`config.mk`:
```
export PLATFORM = sky130hd
export DESIGN_NAME = bstp_top
export DESIGN_NICKNAME = d
export VERILOG_FILES = /design/src/pkg/bstp_pkg.sv /design/src/pkg/bstp_ctl_if.sv /design/src/bstp_bsr.sv /design/src/bstp_top.sv
export VERILOG_INCLUDE_DIRS = /design/src /design/src/pkg
export SDC_FILE = /design/constraint.sdc
export NUM_CORES = 1
export LEC_CHECK = 0
export CAP_MARGIN = 0
export CORE_ASPECT_RATIO = 1.25
export CORE_MARGIN = 3
export CORE_UTILIZATION = 38
export CTS_BUF_LIST = sky130_fd_sc_hd__clkbuf_2
export CTS_CLUSTER_DIAMETER = 120
export DETAILED_ROUTE_END_ITERATION = 10
export DONT_BUFFER_PORTS = 1
export SYNTH_ARGS = -nofsm -noshare
export SYNTH_HDL_FRONTEND = slang
export SYNTH_SLANG_ARGS = --single-unit
```
`constraint.sdc`:
```
create_clock -name sys_clk_in -period 4.3 [get_ports sys_clk_in]
set_input_delay 0.86 -clock sys_clk_in [delete_from_list [all_inputs] [get_ports sys_clk_in]]
set_output_delay 0.86 -clock sys_clk_in [all_outputs]
set_load 0.02 [all_outputs]
```
`src/pkg/bstp_defs.svh`:
```
// Purpose: constants of the boundary-scan test port
// Assumes: included by bare name wherever needed
// Notes: definitions only
`ifndef BSTP_DEFS_SVH
`define BSTP_DEFS_SVH

// =====================================================================
// instruction register
`define BSTP_IR_W 4
`define BSTP_OP_EXTEST 4'h0
`define BSTP_OP_SAMPLE 4'h1
`define BSTP_OP_IDCODE 4'h2
`define BSTP_OP_BYPASS 4'hf
// capture pattern, low two bits 01 as the scan standard asks
`define BSTP_IR_CAPT 4'h1

// =====================================================================
// identification register layout
`define BSTP_ID_W 32
`define BSTP_ID_VER_HI 31
`define BSTP_ID_VER_LO 28
`define BSTP_ID_PART_HI 27
`define BSTP_ID_PART_LO 12
`define BSTP_ID_MFR_HI 11
`define BSTP_ID_MFR_LO 1
`define BSTP_ID_LSB 0
`define BSTP_ID_LSB_VAL 1'b1

// =====================================================================
// boundary chain and pin idle levels
`define BSTP_BS_LEN 8
`define BSTP_PULL_LVL 1'b1
`define BSTP_TCK_IDLE 1'b0

`endif

```
`src/pkg/bstp_pkg.sv`:
```
// Purpose: types shared by the boundary-scan test port
// Assumes: bstp_defs.svh on the include path
// Notes: tap states follow the sixteen-state scan controller
package bstp_pkg;
`include "bstp_defs.svh"

	// =================================================================
	// tap controller states
	typedef enum logic [3:0] {
		TLR, RTI,
		SEL_DR, CAP_DR, SHF_DR, EX1_DR, PAU_DR, EX2_DR, UPD_DR,
		SEL_IR, CAP_IR, SHF_IR, EX1_IR, PAU_IR, EX2_IR, UPD_IR
	} bstp_tap_e;

	typedef logic [`BSTP_IR_W-1:0] bstp_ir_t;
	typedef logic [`BSTP_ID_W-1:0] bstp_id_t;
endpackage

```
`src/pkg/bstp_ctl_if.sv`:
```
// Purpose: controls between tap logic and the boundary register
// Assumes: all signals on sys_clk_in
// Notes: strobes are already qualified by the clock enable
`timescale 1ns/1ps
interface bstp_ctl_if #(parameter int N = 8);
	logic tap_rst;
	logic tck_rise;
	logic capture;
	logic shift;
	logic update;
	logic tdi;
	logic so;
	logic [N-1:0] core_val;
	logic [N-1:0] upd_val;

	modport ctl (
		output tap_rst, tck_rise, capture, shift, update, tdi, core_val,
		input so, upd_val
	);
	modport bsr (
		input tap_rst, tck_rise, capture, shift, update, tdi, core_val,
		output so, upd_val
	);
endinterface

```
`src/bstp_bsr.sv`:
```
// Purpose: boundary-scan register, a chain of capture/shift/update cells
// Assumes: strobes are one-cycle pulses on a test clock rising edge
// Notes: update stage holds the value that drives pins in external test
`timescale 1ns/1ps
module bstp_bsr
	import bstp_pkg::*;
#(
	parameter int N = 8
)(
	// clock and reset
	input wire logic sys_clk_in,
	input wire logic rst_in,
	// controls from tap logic
	bstp_ctl_if.bsr ctl
);
	logic [N-1:0] sh_ff;
	logic [N-1:0] upd_ff;
	logic [N:0] chain;

	// =================================================================
	// serial chain, tdi enters at the top, leaves at cell 0
	assign chain[N] = ctl.tdi;
	assign ctl.so = sh_ff[0];
	assign ctl.upd_val = upd_ff;

	genvar i;
	generate
		for (i = 0; i < N; i++)
		begin : g_cell
			assign chain[i] = sh_ff[i];
			// one cell: capture core value or shift neighbour
			always_ff @(posedge sys_clk_in)
			begin
				if (rst_in || ctl.tap_rst)
					sh_ff[i] <= 1'b0;
				else if (ctl.tck_rise && ctl.capture)
					sh_ff[i] <= ctl.core_val[i];
				else if (ctl.tck_rise && ctl.shift)
					sh_ff[i] <= chain[i+1];
			end
			// update stage only moves on update, so pins never ripple
			always_ff @(posedge sys_clk_in)
			begin
				if (rst_in || ctl.tap_rst)
					upd_ff[i] <= 1'b0;
				else if (ctl.tck_rise && ctl.update)
					upd_ff[i] <= sh_ff[i];
			end
		end
	endgenerate
endmodule // bstp_bsr

```
`src/bstp_top.sv`:
```
// Purpose: boundary-scan test access port, sampled on the system clock
// Assumes: test clock well below half of sys_clk_in; pads carry pull-ups
// Notes: test pins pass two flops; edges of the test clock are found here
//
// Notes on behaviour
// - tms sampled each tck rise steps tap
// - tdi sampled on tck rising edge
// - tdo changes on tck falling edge
// - tdo released when no shift in progress
// - tms, tdi, trst idle high when undriven
// - test reset returns whole scan structure
// - test logic disturbs core path only in external test
// - four-bit instruction register shifts from tdi
// - instruction selects active data register path
// - tms sequence picks instruction or data path
// - public instructions, three data registers only
// - bypass is one flip-flop delay
// - boundary cells chained into one path
// - 32-bit id: version, part, maker, one
`timescale 1ns/1ps
`include "bstp_defs.svh"
module bstp_top
	import bstp_pkg::*;
#(
	// arbitrary identity values, not those of any real part
	parameter logic [3:0] ID_VERSION = 4'h1,
	parameter logic [15:0] ID_PART = 16'h0a5c,
	parameter logic [10:0] ID_MFR = 11'h2a6
)(
	// clock, reset, enable
	input wire logic sys_clk_in,
	input wire logic rst_in,
	input wire logic ce_in,
	// test pins from the outside controller
	input wire logic tck_in,
	input wire logic tms_in,
	input wire logic tdi_in,
	input wire logic trst_n_in,
	// test data output pin
	output logic tdo_out,
	output logic tdo_oe_n_out,
	// core boundary: core values in, pin values out
	input wire logic [`BSTP_BS_LEN-1:0] core_in,
	output logic [`BSTP_BS_LEN-1:0] pin_out
);
	// =================================================================
	// declarations
	logic [1:0] tck_sy_ff;
	logic [1:0] tms_sy_ff;
	logic [1:0] tdi_sy_ff;
	logic [1:0] trst_sy_ff;
	logic tck_prev_ff;
	bstp_tap_e state_ff;
	bstp_tap_e nxt_state;
	bstp_ir_t ir_sr_ff;
	bstp_ir_t ir_ff;
	bstp_id_t id_sr_ff;
	logic byp_ff;
	logic tdo_ff;
	logic tdo_oe_n_ff;
	logic [`BSTP_BS_LEN-1:0] pin_ff;

	wire tck_s = tck_sy_ff[1];
	wire tms_s = tms_sy_ff[1];
	wire tdi_s = tdi_sy_ff[1];
	wire trst_n_s = trst_sy_ff[1];
	wire tck_rise;
	wire tck_fall;
	wire step;
	wire tap_rst;
	wire sel_id;
	wire sel_bsr;
	wire ext_mode;
	wire dr_so;
	wire shifting;
	bstp_id_t id_val;

	bstp_ctl_if #(.N(`BSTP_BS_LEN)) bs_if ();

	// =================================================================
	// pin synchronisers; reset to idle levels, tck low, the pulled-up pins high
	always_ff @(posedge sys_clk_in)
	begin
		if (rst_in)
		begin
			tck_sy_ff <= {2{`BSTP_TCK_IDLE}};
			tms_sy_ff <= {2{`BSTP_PULL_LVL}};
			tdi_sy_ff <= {2{`BSTP_PULL_LVL}};
			trst_sy_ff <= {2{`BSTP_PULL_LVL}};
			tck_prev_ff <= `BSTP_TCK_IDLE;
		end
		else if (ce_in)
		begin
			tck_sy_ff <= {tck_sy_ff[0], tck_in};
			tms_sy_ff <= {tms_sy_ff[0], tms_in};
			tdi_sy_ff <= {tdi_sy_ff[0], tdi_in};
			trst_sy_ff <= {trst_sy_ff[0], trst_n_in};
			tck_prev_ff <= tck_s;
		end
	end

	// edges of the test clock; test state moves only on these, apart from test reset
	assign tck_rise = tck_s && !tck_prev_ff;
	assign tck_fall = !tck_s && tck_prev_ff;
	assign step = tck_rise && ce_in;
	assign tap_rst = !trst_n_s && ce_in;

	// =================================================================
	// tap controller next state
	always_comb
	begin
		nxt_state = state_ff;
		unique case (state_ff)
			TLR: nxt_state = tms_s ? TLR : RTI;
			RTI: nxt_state = tms_s ? SEL_DR : RTI;
			SEL_DR: nxt_state = tms_s ? SEL_IR : CAP_DR;
			CAP_DR: nxt_state = tms_s ? EX1_DR : SHF_DR;
			SHF_DR: nxt_state = tms_s ? EX1_DR : SHF_DR;
			EX1_DR: nxt_state = tms_s ? UPD_DR : PAU_DR;
			PAU_DR: nxt_state = tms_s ? EX2_DR : PAU_DR;
			EX2_DR: nxt_state = tms_s ? UPD_DR : SHF_DR;
			UPD_DR: nxt_state = tms_s ? SEL_DR : RTI;
			SEL_IR: nxt_state = tms_s ? TLR : CAP_IR;
			CAP_IR: nxt_state = tms_s ? EX1_IR : SHF_IR;
			SHF_IR: nxt_state = tms_s ? EX1_IR : SHF_IR;
			EX1_IR: nxt_state = tms_s ? UPD_IR : PAU_IR;
			PAU_IR: nxt_state = tms_s ? EX2_IR : PAU_IR;
			EX2_IR: nxt_state = tms_s ? UPD_IR : SHF_IR;
			UPD_IR: nxt_state = tms_s ? SEL_DR : RTI;
		endcase
	end

	// state register; test reset wins over any tck edge
	always_ff @(posedge sys_clk_in)
	begin
		if (rst_in || tap_rst)
			state_ff <= TLR;
		else if (step)
			state_ff <= nxt_state;
	end

	// =================================================================
	// instruction decode; unknown codes fall back to bypass
	assign sel_id = (ir_ff == `BSTP_OP_IDCODE);
	assign sel_bsr = (ir_ff == `BSTP_OP_EXTEST) || (ir_ff == `BSTP_OP_SAMPLE);
	assign ext_mode = (ir_ff == `BSTP_OP_EXTEST);
	assign shifting = (state_ff == SHF_IR) || (state_ff == SHF_DR);
	assign dr_so = sel_id ? id_sr_ff[0] : (sel_bsr ? bs_if.so : byp_ff);

	// instruction shift register
	always_ff @(posedge sys_clk_in)
	begin
		if (rst_in || tap_rst)
			ir_sr_ff <= `BSTP_IR_CAPT;
		else if (step && state_ff == CAP_IR)
			ir_sr_ff <= `BSTP_IR_CAPT;
		else if (step && state_ff == SHF_IR)
			ir_sr_ff <= {tdi_s, ir_sr_ff[`BSTP_IR_W-1:1]};
	end

	// current instruction; reset state forces the id instruction
	always_ff @(posedge sys_clk_in)
	begin
		if (rst_in)
			ir_ff <= `BSTP_OP_IDCODE;
		else if (ce_in && state_ff == TLR)
			ir_ff <= `BSTP_OP_IDCODE;
		else if (step && state_ff == UPD_IR)
			ir_ff <= ir_sr_ff;
	end

	// =================================================================
	// data registers: bypass and identification
	assign id_val[`BSTP_ID_VER_HI:`BSTP_ID_VER_LO] = ID_VERSION;
	assign id_val[`BSTP_ID_PART_HI:`BSTP_ID_PART_LO] = ID_PART;
	assign id_val[`BSTP_ID_MFR_HI:`BSTP_ID_MFR_LO] = ID_MFR;
	assign id_val[`BSTP_ID_LSB] = `BSTP_ID_LSB_VAL;

	// bypass: single stage, captures zero
	always_ff @(posedge sys_clk_in)
	begin
		if (rst_in || tap_rst)
			byp_ff <= 1'b0;
		else if (step && state_ff == CAP_DR && !sel_id && !sel_bsr)
			byp_ff <= 1'b0;
		else if (step && state_ff == SHF_DR && !sel_id && !sel_bsr)
			byp_ff <= tdi_s;
	end

	// identification shift register
	always_ff @(posedge sys_clk_in)
	begin
		if (rst_in || tap_rst)
			id_sr_ff <= '0;
		else if (step && state_ff == CAP_DR && sel_id)
			id_sr_ff <= id_val;
		else if (step && state_ff == SHF_DR && sel_id)
			id_sr_ff <= {tdi_s, id_sr_ff[`BSTP_ID_W-1:1]};
	end

	// =================================================================
	// boundary register
	assign bs_if.tap_rst = tap_rst;
	assign bs_if.tck_rise = step;
	assign bs_if.capture = (state_ff == CAP_DR) && sel_bsr;
	assign bs_if.shift = (state_ff == SHF_DR) && sel_bsr;
	assign bs_if.update = (state_ff == UPD_DR) && sel_bsr;
	assign bs_if.tdi = tdi_s;
	assign bs_if.core_val = core_in;

	bstp_bsr #(.N(`BSTP_BS_LEN)) u_bsr (
		.sys_clk_in(sys_clk_in),
		.rst_in(rst_in),
		.ctl(bs_if.bsr)
	);

	// =================================================================
	// tdo moves on the falling edge so the controller samples it on rise
	always_ff @(posedge sys_clk_in)
	begin
		if (rst_in || tap_rst)
		begin
			tdo_ff <= 1'b0;
			tdo_oe_n_ff <= 1'b1;
		end
		else if (ce_in && tck_fall)
		begin
			tdo_ff <= (state_ff == SHF_IR) ? ir_sr_ff[0] : dr_so;
			tdo_oe_n_ff <= !shifting;
		end
	end

	// pins follow the core unless external test owns them
	always_ff @(posedge sys_clk_in)
	begin
		if (rst_in)
			pin_ff <= '0;
		else if (ce_in)
			pin_ff <= ext_mode ? bs_if.upd_val : core_in;
	end

	assign tdo_out = tdo_ff;
	assign tdo_oe_n_out = tdo_oe_n_ff;
	assign pin_out = pin_ff;
endmodule // bstp_top

```
; ---- Word level (Yosys, flattened, before mapping)
; Index checks and enable logic that the tools add are counted.
[op_classes]
n_reduce_logical = 43
eq_ne = 17
n_mux = 35
[op_table]
columns = operator, n
row1 = 2-to-1 mux 29 bit, 2
row2 = one-hot mux 4 bit (12 select lines), 1
row3 = "equality test 4 bit, second input constant", 8
row4 = logical AND 1 bit, 23
row5 = 2-to-1 mux 1 bit, 22
row6 = "equality test 4 x 3 -> 1 bit, second input constant", 4
row7 = 2-to-1 mux 4 bit, 4
row8 = "equality test 4 x 2 -> 1 bit, second input constant", 3
row9 = OR reduction 2 bit, 6
row10 = "equality test 4 x 1 -> 1 bit, second input constant", 2
row11 = zero test 4 bit, 2
row12 = 2-to-1 mux 8 bit, 1
row13 = zero test 1 bit, 6
row14 = 2-to-1 mux 2 bit, 3
row15 = 2-to-1 mux 3 bit, 2
row16 = nonzero test 2 bit, 2
row17 = logical OR 1 bit, 3
row18 = OR reduction 3 bit, 1
[totals]
output_inout_bits = 10
register_bits = 80
word_cells = 125
in_bits = 15

; ---- Depth between registers and ports, before layout
; Gate-level depths: netlist of run 1.
[logic_depth]
depth_word = 7
mapped_depth = 7
ltp_nobuf = 4

; ---- Hierarchy
; From an unflattened synthesis of run 1, not the netlist that was laid out.
[unflattened]
hier_cells = 391
hier_area_um2 = 3475.8
[modules_own_cells]
columns = mod, area_each_um2, n_inst, cells_per_inst, seq_area_each_um2
row1 = bstp_top, 2760.1, 1, 307, 1281.2
row2 = bstp_bsr, 715.7, 1, 84, 320.3

; ---- Worst setup path before layout of run 1
; No wires, ideal clock.
[synth_timing]
path_kind = input to register
startpoint = input port ce_in
endpoint = register id_sr_ff[28]
slack_ns = 2.191
t_arrival_ns = 1.990
required_time_ns = 4.181
path_buffers = 2
setup_ns = 0.119
stages = 5
cell_sequence = and3b_1 -> clkbuf_1 -> nand4_1 -> clkbuf_1 -> o221a_2
[synth_via]
elab_chain_cells = 4
elab_cells_between_ends = 9
cone_classes = mux: 1 / reduce/logical: 8
[synth_lines]
columns = item, line
row1 = from (decl), bstp_top.sv:33  ; input wire logic ce_in,
row2 = logical AND 1 bit, bstp_top.sv:105  ; assign step = tck_rise && ce_in;
row3 = logical AND 1 bit (on tied branches) (2 in series), "bstp_top.sv:195, bstp_top.sv:197"
row4 = 2-to-1 mux 29 bit or nonzero test 2 bit (tied branches), --
row5 = to (signal assigned), bstp_top.sv:196  ; id_sr_ff <= id_val;
row6 = to (signal assigned), bstp_top.sv:198  ; id_sr_ff <= {tdi_s, id_sr_ff[`BSTP_ID_W-1:1]};
row7 = to (decl), bstp_top.sv:57  ; bstp_id_t id_sr_ff;
; Parallel ways exist; a longest one is shown, timed or not.
; A chain may end at the register's enable or synchronous reset.

; ---- Worst setup path in the final report of run 1
[layout_timing]
startpoint = register state_ff[2]
endpoint = register id_sr_ff[2]
[layout_via]
elab_chain_cells = 4
elab_cells_between_ends = 8
cone_classes = eq/ne: 2 / mux: 1 / reduce/logical: 5
[layout_lines]
columns = item, line
row1 = from (decl), bstp_top.sv:53  ; bstp_tap_e state_ff;
row2 = from (signal assigned), bstp_top.sv:139  ; state_ff <= nxt_state;
row3 = equality test 4 x 2 -> 1 bit or equality test 4 x 3 -> 1 bit (tied branches), "bstp_top.sv:195, bstp_top.sv:197"
row4 = logical AND 1 bit (on tied branches) (2 in series), "bstp_top.sv:195, bstp_top.sv:197"
row5 = 2-to-1 mux 29 bit or nonzero test 2 bit (tied branches), --
; Parallel ways exist; a longest one is shown, timed or not.

==> results of run 1 <==
-- cell usage in the layout (no fill, tap or decap), types with 3 or more instances in the layout --
master | netlist | routed
a311oi_1 | 6 | 6
a211oi_1 | 11 | 11
or3_1 | 3 | 3
mux2i_1 | 30 | 30
o21ai_0 | 8 | 8
nor2_1 | 42 | 42
buf_4 | 1 | 4
inv_1 | 5 | 5
inv_6 | 0 | 3
a21oi_1 | 27 | 27
o221a_2 | 13 | 13
dfxtp_1 | 80 | 80
nand3_1 | 4 | 4
nand2_1 | 67 | 67
nor2b_1 | 6 | 6
clkbuf_2 | 0 | 9
-- through the flow --
step	util (%)	cell area (um^2)
2_1_floorplan	-	3344
3_3_place_gp	40.51	3395
3_5_place_dp	40.51	3395
4_1_cts	41.97	3517
5_1_grt	41.97	3517
6_report	41.97	3517
-- kinds of logic (layout without fill, tap and decap cells) --
logic type / Yosys count / in the layout / synth area share [%]
multiplexers: 30 / 30 / 8.979
buffers and inverters: 32 / 25 / 4.340
flip-flops: 80 / 80 / 47.89
AND/OR/NAND/NOR: 142 / 142 / 19.34
AO/OA/AOI/OAI: 86 / 86 / 19.45
-- state kept, by name, summed over array words and instances, names as in the netlist --
register,flops
id_sr_ff,32
pin_out,8
u_bsr.ctl.upd_val,8
u_bsr.chain,7
ir_ff,4
ir_sr_ff,4
state_ff,4
tck_sy_ff,2
tdi_sy_ff,2
tms_sy_ff,2
trst_sy_ff,2
byp_ff,1
tck_prev_ff,1
tdo_oe_n_out,1
tdo_out,1
u_bsr.ctl.so,1
-- report_power, final --
group          switching [W]  total (W)  internal [W]
combinational      0.0000241  0.0000394     0.0000152
clock               0.000275   0.000416      0.000141
sequential         0.0000153   0.000768      0.000753
-- worst min-delay path by stage --
stage / from / end / slack, ps / cells past startpoint
floorplan: id_sr_ff[14] / id_sr_ff[13] / 430 / 2
global placement: id_sr_ff[25] / id_sr_ff[24] / 440 / 2
detailed placement: id_sr_ff[26] / id_sr_ff[25] / 450 / 2
CTS: rst_in / pin_out[6] / 310 / 1
global route: rst_in / pin_out[2] / 280 / 1
finish: rst_in / tck_sy_ff[0] / 370 / 1
-- layer usage --
layer / share of wire (%) / track usage [%] / routed length [um]
met1: 47 / 19.03 / 3366
met2: 46 / 24.05 / 3285
met3: 4.9 / 5.295 / 351
met4: 1.3 / 4.597 / 90
met5: 0 / 0 / 0
-- cell usage after synthesis (2+ instances only) --
| cell | instances | area (um^2) |
|---|---|---|
| nor2b_1 | 6 | 37.54 |
| nand3_1 | 4 | 20.02 |
| buf_2 | 5 | 25.02 |
| a311oi_2 | 2 | 30.03 |
| nand2_1 | 67 | 251.5 |
| nand3b_1 | 2 | 15.01 |
| a21o_1 | 2 | 15.01 |
| a211o_1 | 2 | 17.52 |
| dfxtp_1 | 80 | 1602 |
| a311oi_1 | 6 | 52.55 |
| nor3_1 | 2 | 10.01 |
| mux2i_1 | 30 | 300.3 |
| a211oi_1 | 11 | 82.58 |
| o211ai_1 | 2 | 15.01 |
| nor2_1 | 42 | 157.7 |
| or3_1 | 3 | 18.77 |
| o221a_2 | 13 | 146.4 |
| o31ai_1 | 2 | 15.01 |
| nor3b_1 | 2 | 15.01 |
| o21ai_0 | 8 | 40.04 |
| a31oi_1 | 2 | 12.51 |
| clkbuf_1 | 19 | 71.32 |
| buf_6 | 2 | 22.52 |
| inv_1 | 5 | 18.77 |
| a21oi_1 | 27 | 135.1 |
-- layout make-up --
class                   instances  area (um^2)
clock buffers                   9        45.04
well taps                     117        146.4
flip-flops and latches         80         1602
fillers                       834         4862
inverters                       5        18.77
repair buffers                  4        30.03
clock inverters                 7        77.57
multi-input cells             258         1598
-- worst max-delay path, delay by kind of cell (launching register included) --
kind / cells / cell delay (ps)
AND/OR/NAND/NOR: 3 / 1560
flip-flops: 1 / 650
AO/OA/AOI/OAI: 1 / 350
==> results_dict.tcl, run 1 <==
set metrics [dict create \
    status "completed" \
    die_y_um 110.9 \
    synth_edf_count 0 \
    worst_hold_path_type "input pin to register" \
    endpoint "id_sr_ff[2]" \
    leakagePower_nw 1.196 \
    async_flop_share_pct 0 \
    critical_path_class "register to register" \
    antenna_found_initial 0 \
    clock_latency_ps 520 \
    finalPower_w 0.001224 \
    grt_max_degree 33 \
    dominantRegCellSynth "dfxtp_1" \
    cts_buffers 9 \
    root_buffer "clkbuf_2" \
    vias_per_cell 5.294 \
    fin_skew_ps 25.96 \
    p_per_area_nw_per_um2 348.0 \
    gp_congestion 0.7557 \
    finalSetupTns_ps 0 \
    min_period_over_period_pct 60.67 \
    core_region_area_um2 8379 \
    max_slew_margin_pct 33.95 \
    setup_ws_ps 1691 \
    first_pass_iters 5 \
    antenna_left 0 \
    n_antenna_cell 0 \
    cts_tree "done" \
    fin_cells 480 \
    irDropWorstVdd_v 0.0001801 \
    seq_area_frac_synth_pct 47.89 \
    pre_cts_ws_ps 1626 \
    drv_cap 0 \
    startpoint "state_ff[2]" \
    grt_pass1_vias 2466 \
    grt_overflow_total 0 \
    fmax_mhz 383.3 \
    vias 2541 \
    grt_pass1_wl_um 12330 \
    place.port_buffers 0 \
    reg2regPathDepth 4 \
    ys_ff_latch 80 \
    rsz0062_at_grt "no" \
    post_cts_buffers 0 \
    dp_hpwl_um 4721 \
    die_x_um 89.91 \
    yosysWarningCount 0 \
    crit_top_cell "nor2_1" \
    end_kind "register" \
    cts_max_level 3 \
    syn_avg_cell_area_um2 9.039 \
    drc 0 \
    setup_viol 0 \
    grt_usage_pct 15.02 \
    nets 373 \
    clkSlewWorstSetupHoldPaths_ps 240 \
    drive_gt1_share_pct 10.74 \
    routed_wl_um 7093 \
    clockBufferDepth 2 \
    clock_sinks 80 \
    critical-path-slowest-cell "nor2_1" \
    syn_area_um2 3344 \
    hold_buffers 0 \
    ys_types 49 \
    wl_per_cell_um 14.78 \
    worstReg2RegEnd "id_sr_ff[2]" \
    slowest_delay_ps 770 \
    crit_fanout 16 \
    rrSetupSlack_ps 1690 \
    period_needed_ps 2609 \
    worstMarginPinSlew_ps 990.8 \
    slew_viol_final 0 \
    dp_cells 464 \
    path_cells "nor4b_1 -> nor2_1 -> nor2_1 -> o221a_2" \
    hold_viol 0 \
    reg2reg_from "state_ff[2]" \
    row_count 37 \
    crit_required_ps 4750 \
    io_pins 25 \
    hold_ws_ps 367.6 \
    synthesis.nets 385 \
    syn_inst 370 \
    die-area_um2 9970 \
    start_util_pct 39.91 \
    cp-start-kind "register" \
    drtIter0Drc 124 \
    post_cts_resized 0 \
    area_growth_syn_to_layout_pct 5.163 \
    arrival_ps 3060 \
]
Note: power is estimated with default switching activity, not from simulation.
==> inputs of run 2 (changes only) <==
- clock period: 4.3 -> 2.6 ns (I/O delays scaled with it)
==> results_dict.tcl, run 2 (synthesis gave the netlist of run 1 again) <==
set metrics [dict create \
    status "completed" \
    regArea_um2 1602 \
    n_antenna_cell 0 \
    grt_overflow_total 0 \
    multi_input_area_um2 1598 \
    max_slew_margin_pct 50.50 \
    hold_viol 0 \
    grt_pass1_vias 2569 \
    p_per_area_nw_per_um2 585.9 \
    drv_cap 0 \
    die_y_um 110.9 \
    fin_skew_ps 29.13 \
    io_pins 25 \
    irDropWorstVdd_v 0.0002003 \
    cp-start-kind "register" \
    setup_viol 0 \
    power.share.clock_pct 36.8 \
    layout_commonest_cell "dfxtp_1" \
    p_int_w 0.001605 \
    clockBufferDepth 2 \
    worst_hold_path_type "input pin to register" \
    vias 2618 \
    largest_register "id_sr_ff" \
    grt_pass1_wl_um 12350 \
    cts_max_level 3 \
    crit_fanout 8 \
    drive_gt1_share_pct 12.57 \
    first_pass_iters 4 \
    area_growth_syn_to_layout_pct 8.717 \
    core_region_area_um2 8379 \
    start_util_pct 39.91 \
    vias_per_cell 5.332 \
    drtIter0Drc 184 \
    slew_viol_final 0 \
    antenna_found_initial 0 \
    crit_required_ps 3100 \
    swShare_pct 24.66 \
    cts_buffers 9 \
    gp_congestion 0.7732 \
    rsz0062_at_grt "no" \
    pwr-share-seq_pct 59.7 \
    final_cell_mix "80 x dfxtp_1, 67 x nand2_1, 42 x nor2_1" \
    post_cts_resized 0 \
    critical_path_class "register to register" \
    routed_wl_um 7194 \
    grt_max_degree 33 \
    row_count 37 \
    p_switching_w 0.0005253 \
    die-area_um2 9970 \
    arrival_ps 2850 \
    clock_sinks 80 \
    finalSetupTns_ps 0 \
    drc 0 \
    clkSlewWorstSetupHoldPaths_ps 250 \
    dp_hpwl_um 4630 \
    period_needed_ps 2346 \
    largest_reg_flops 32 \
    fmax_mhz 426.3 \
    root_buffer "clkbuf_2" \
    clock_latency_ps 530 \
    post_cts_buffers 0 \
    comb_power_share_pct 3.6 \
    utilization_pct 43.39 \
    end_kind "register" \
    wl_per_cell_um 14.65 \
    cts_tree "done" \
    place.port_buffers 0 \
    min_period_over_period_pct 90.23 \
    grt_usage_pct 14.98 \
    fillers 843 \
    nets 384 \
    worstMarginPinSlew_ps 742.5 \
    antenna_left 0 \
    die_x_um 89.91 \
    leakagePower_nw 1.256 \
]
## run 2: changes by cell type in the layout (fill, tap and decap cells not counted)
cell	change
buf_4	+7
dlygate4sd3_1	+4
clkinvlp_4	+2
inv_6	-2
bufinv_16	+1
clkinv_1	-1
clkinv_4	-1
inv_8	+1
## run 2: layout make-up
type                            instances  area share, %
Inverter                                5         0.5162
Tap cell                              117          4.026
Clock buffer                            9          1.239
Timing Repair Buffer                   15          3.372
Sequential cell                        80          44.05
Multi-Input combinational cell        258          43.94
Clock inverter                          7          2.856
## run 2: repair_timing
action                                 4_1_cts  5_1_grt
hold buffers                                 3        1
setup endpoints to repair                    0        0
endpoints found under the hold margin       11        1
## run 2: final timing paths
kind	startpoint	to	slack [ps]	depth (start not counted)
worst max-delay path	ir_ff[1]	pin_out[4]	250	5
worst min-delay path	ce_in	pin_out[0]	70	1
worst max register to register	ir_ff[1]	pin_out[4]	250	5
worst min register to register	id_sr_ff[5]	id_sr_ff[4]	460	2
## run 2: critical path, cell delays in order, from the launching register on
cell,delay (ps)
dfxtp_1,400
or3_1,490
nor2_2,500
mux2i_1,150
a211oi_1,230
dlygate4sd3_1,570
## run 2: per-stage QoR
step / area (um^2) / hold slack [ps] / setup WS, ps / power, W / std cells
3_3_place_gp: 3447 / 437.2 / 579.6 / 0.001360 / 471
4_1_cts: 3626 / 28.72 / 234.5 / 0.002156 / 490
3_5_place_dp: 3447 / 443.2 / 540.8 / 0.001361 / 471
5_1_grt: 3636 / 20.59 / 31.56 / 0.002224 / 491
2_1_floorplan: 3344 / 431.8 / 772.4 / 0.001348 / 370
6_report: 3636 / 73.15 / 254.0 / 0.002130 / 491
## run 2: power by group through the flow
stage               Combinational [W]  Clock (W)  Sequential, W
floorplan                   0.0000610          0        0.00129
global placement            0.0000654          0        0.00129
detailed placement          0.0000663          0        0.00130
CTS                         0.0000749   0.000809        0.00127
global route                0.0000868   0.000862        0.00127
finish                      0.0000760   0.000783        0.00127
## run 2: layer usage
metal	up-vias	wire length (um)	global-route usage (%)
met5	-	0	0
met4	0	117	5.924
met3	13	343	4.277
met2	50	3368	23.90
met1	1234	3365	19.11
li1	1321	-	-
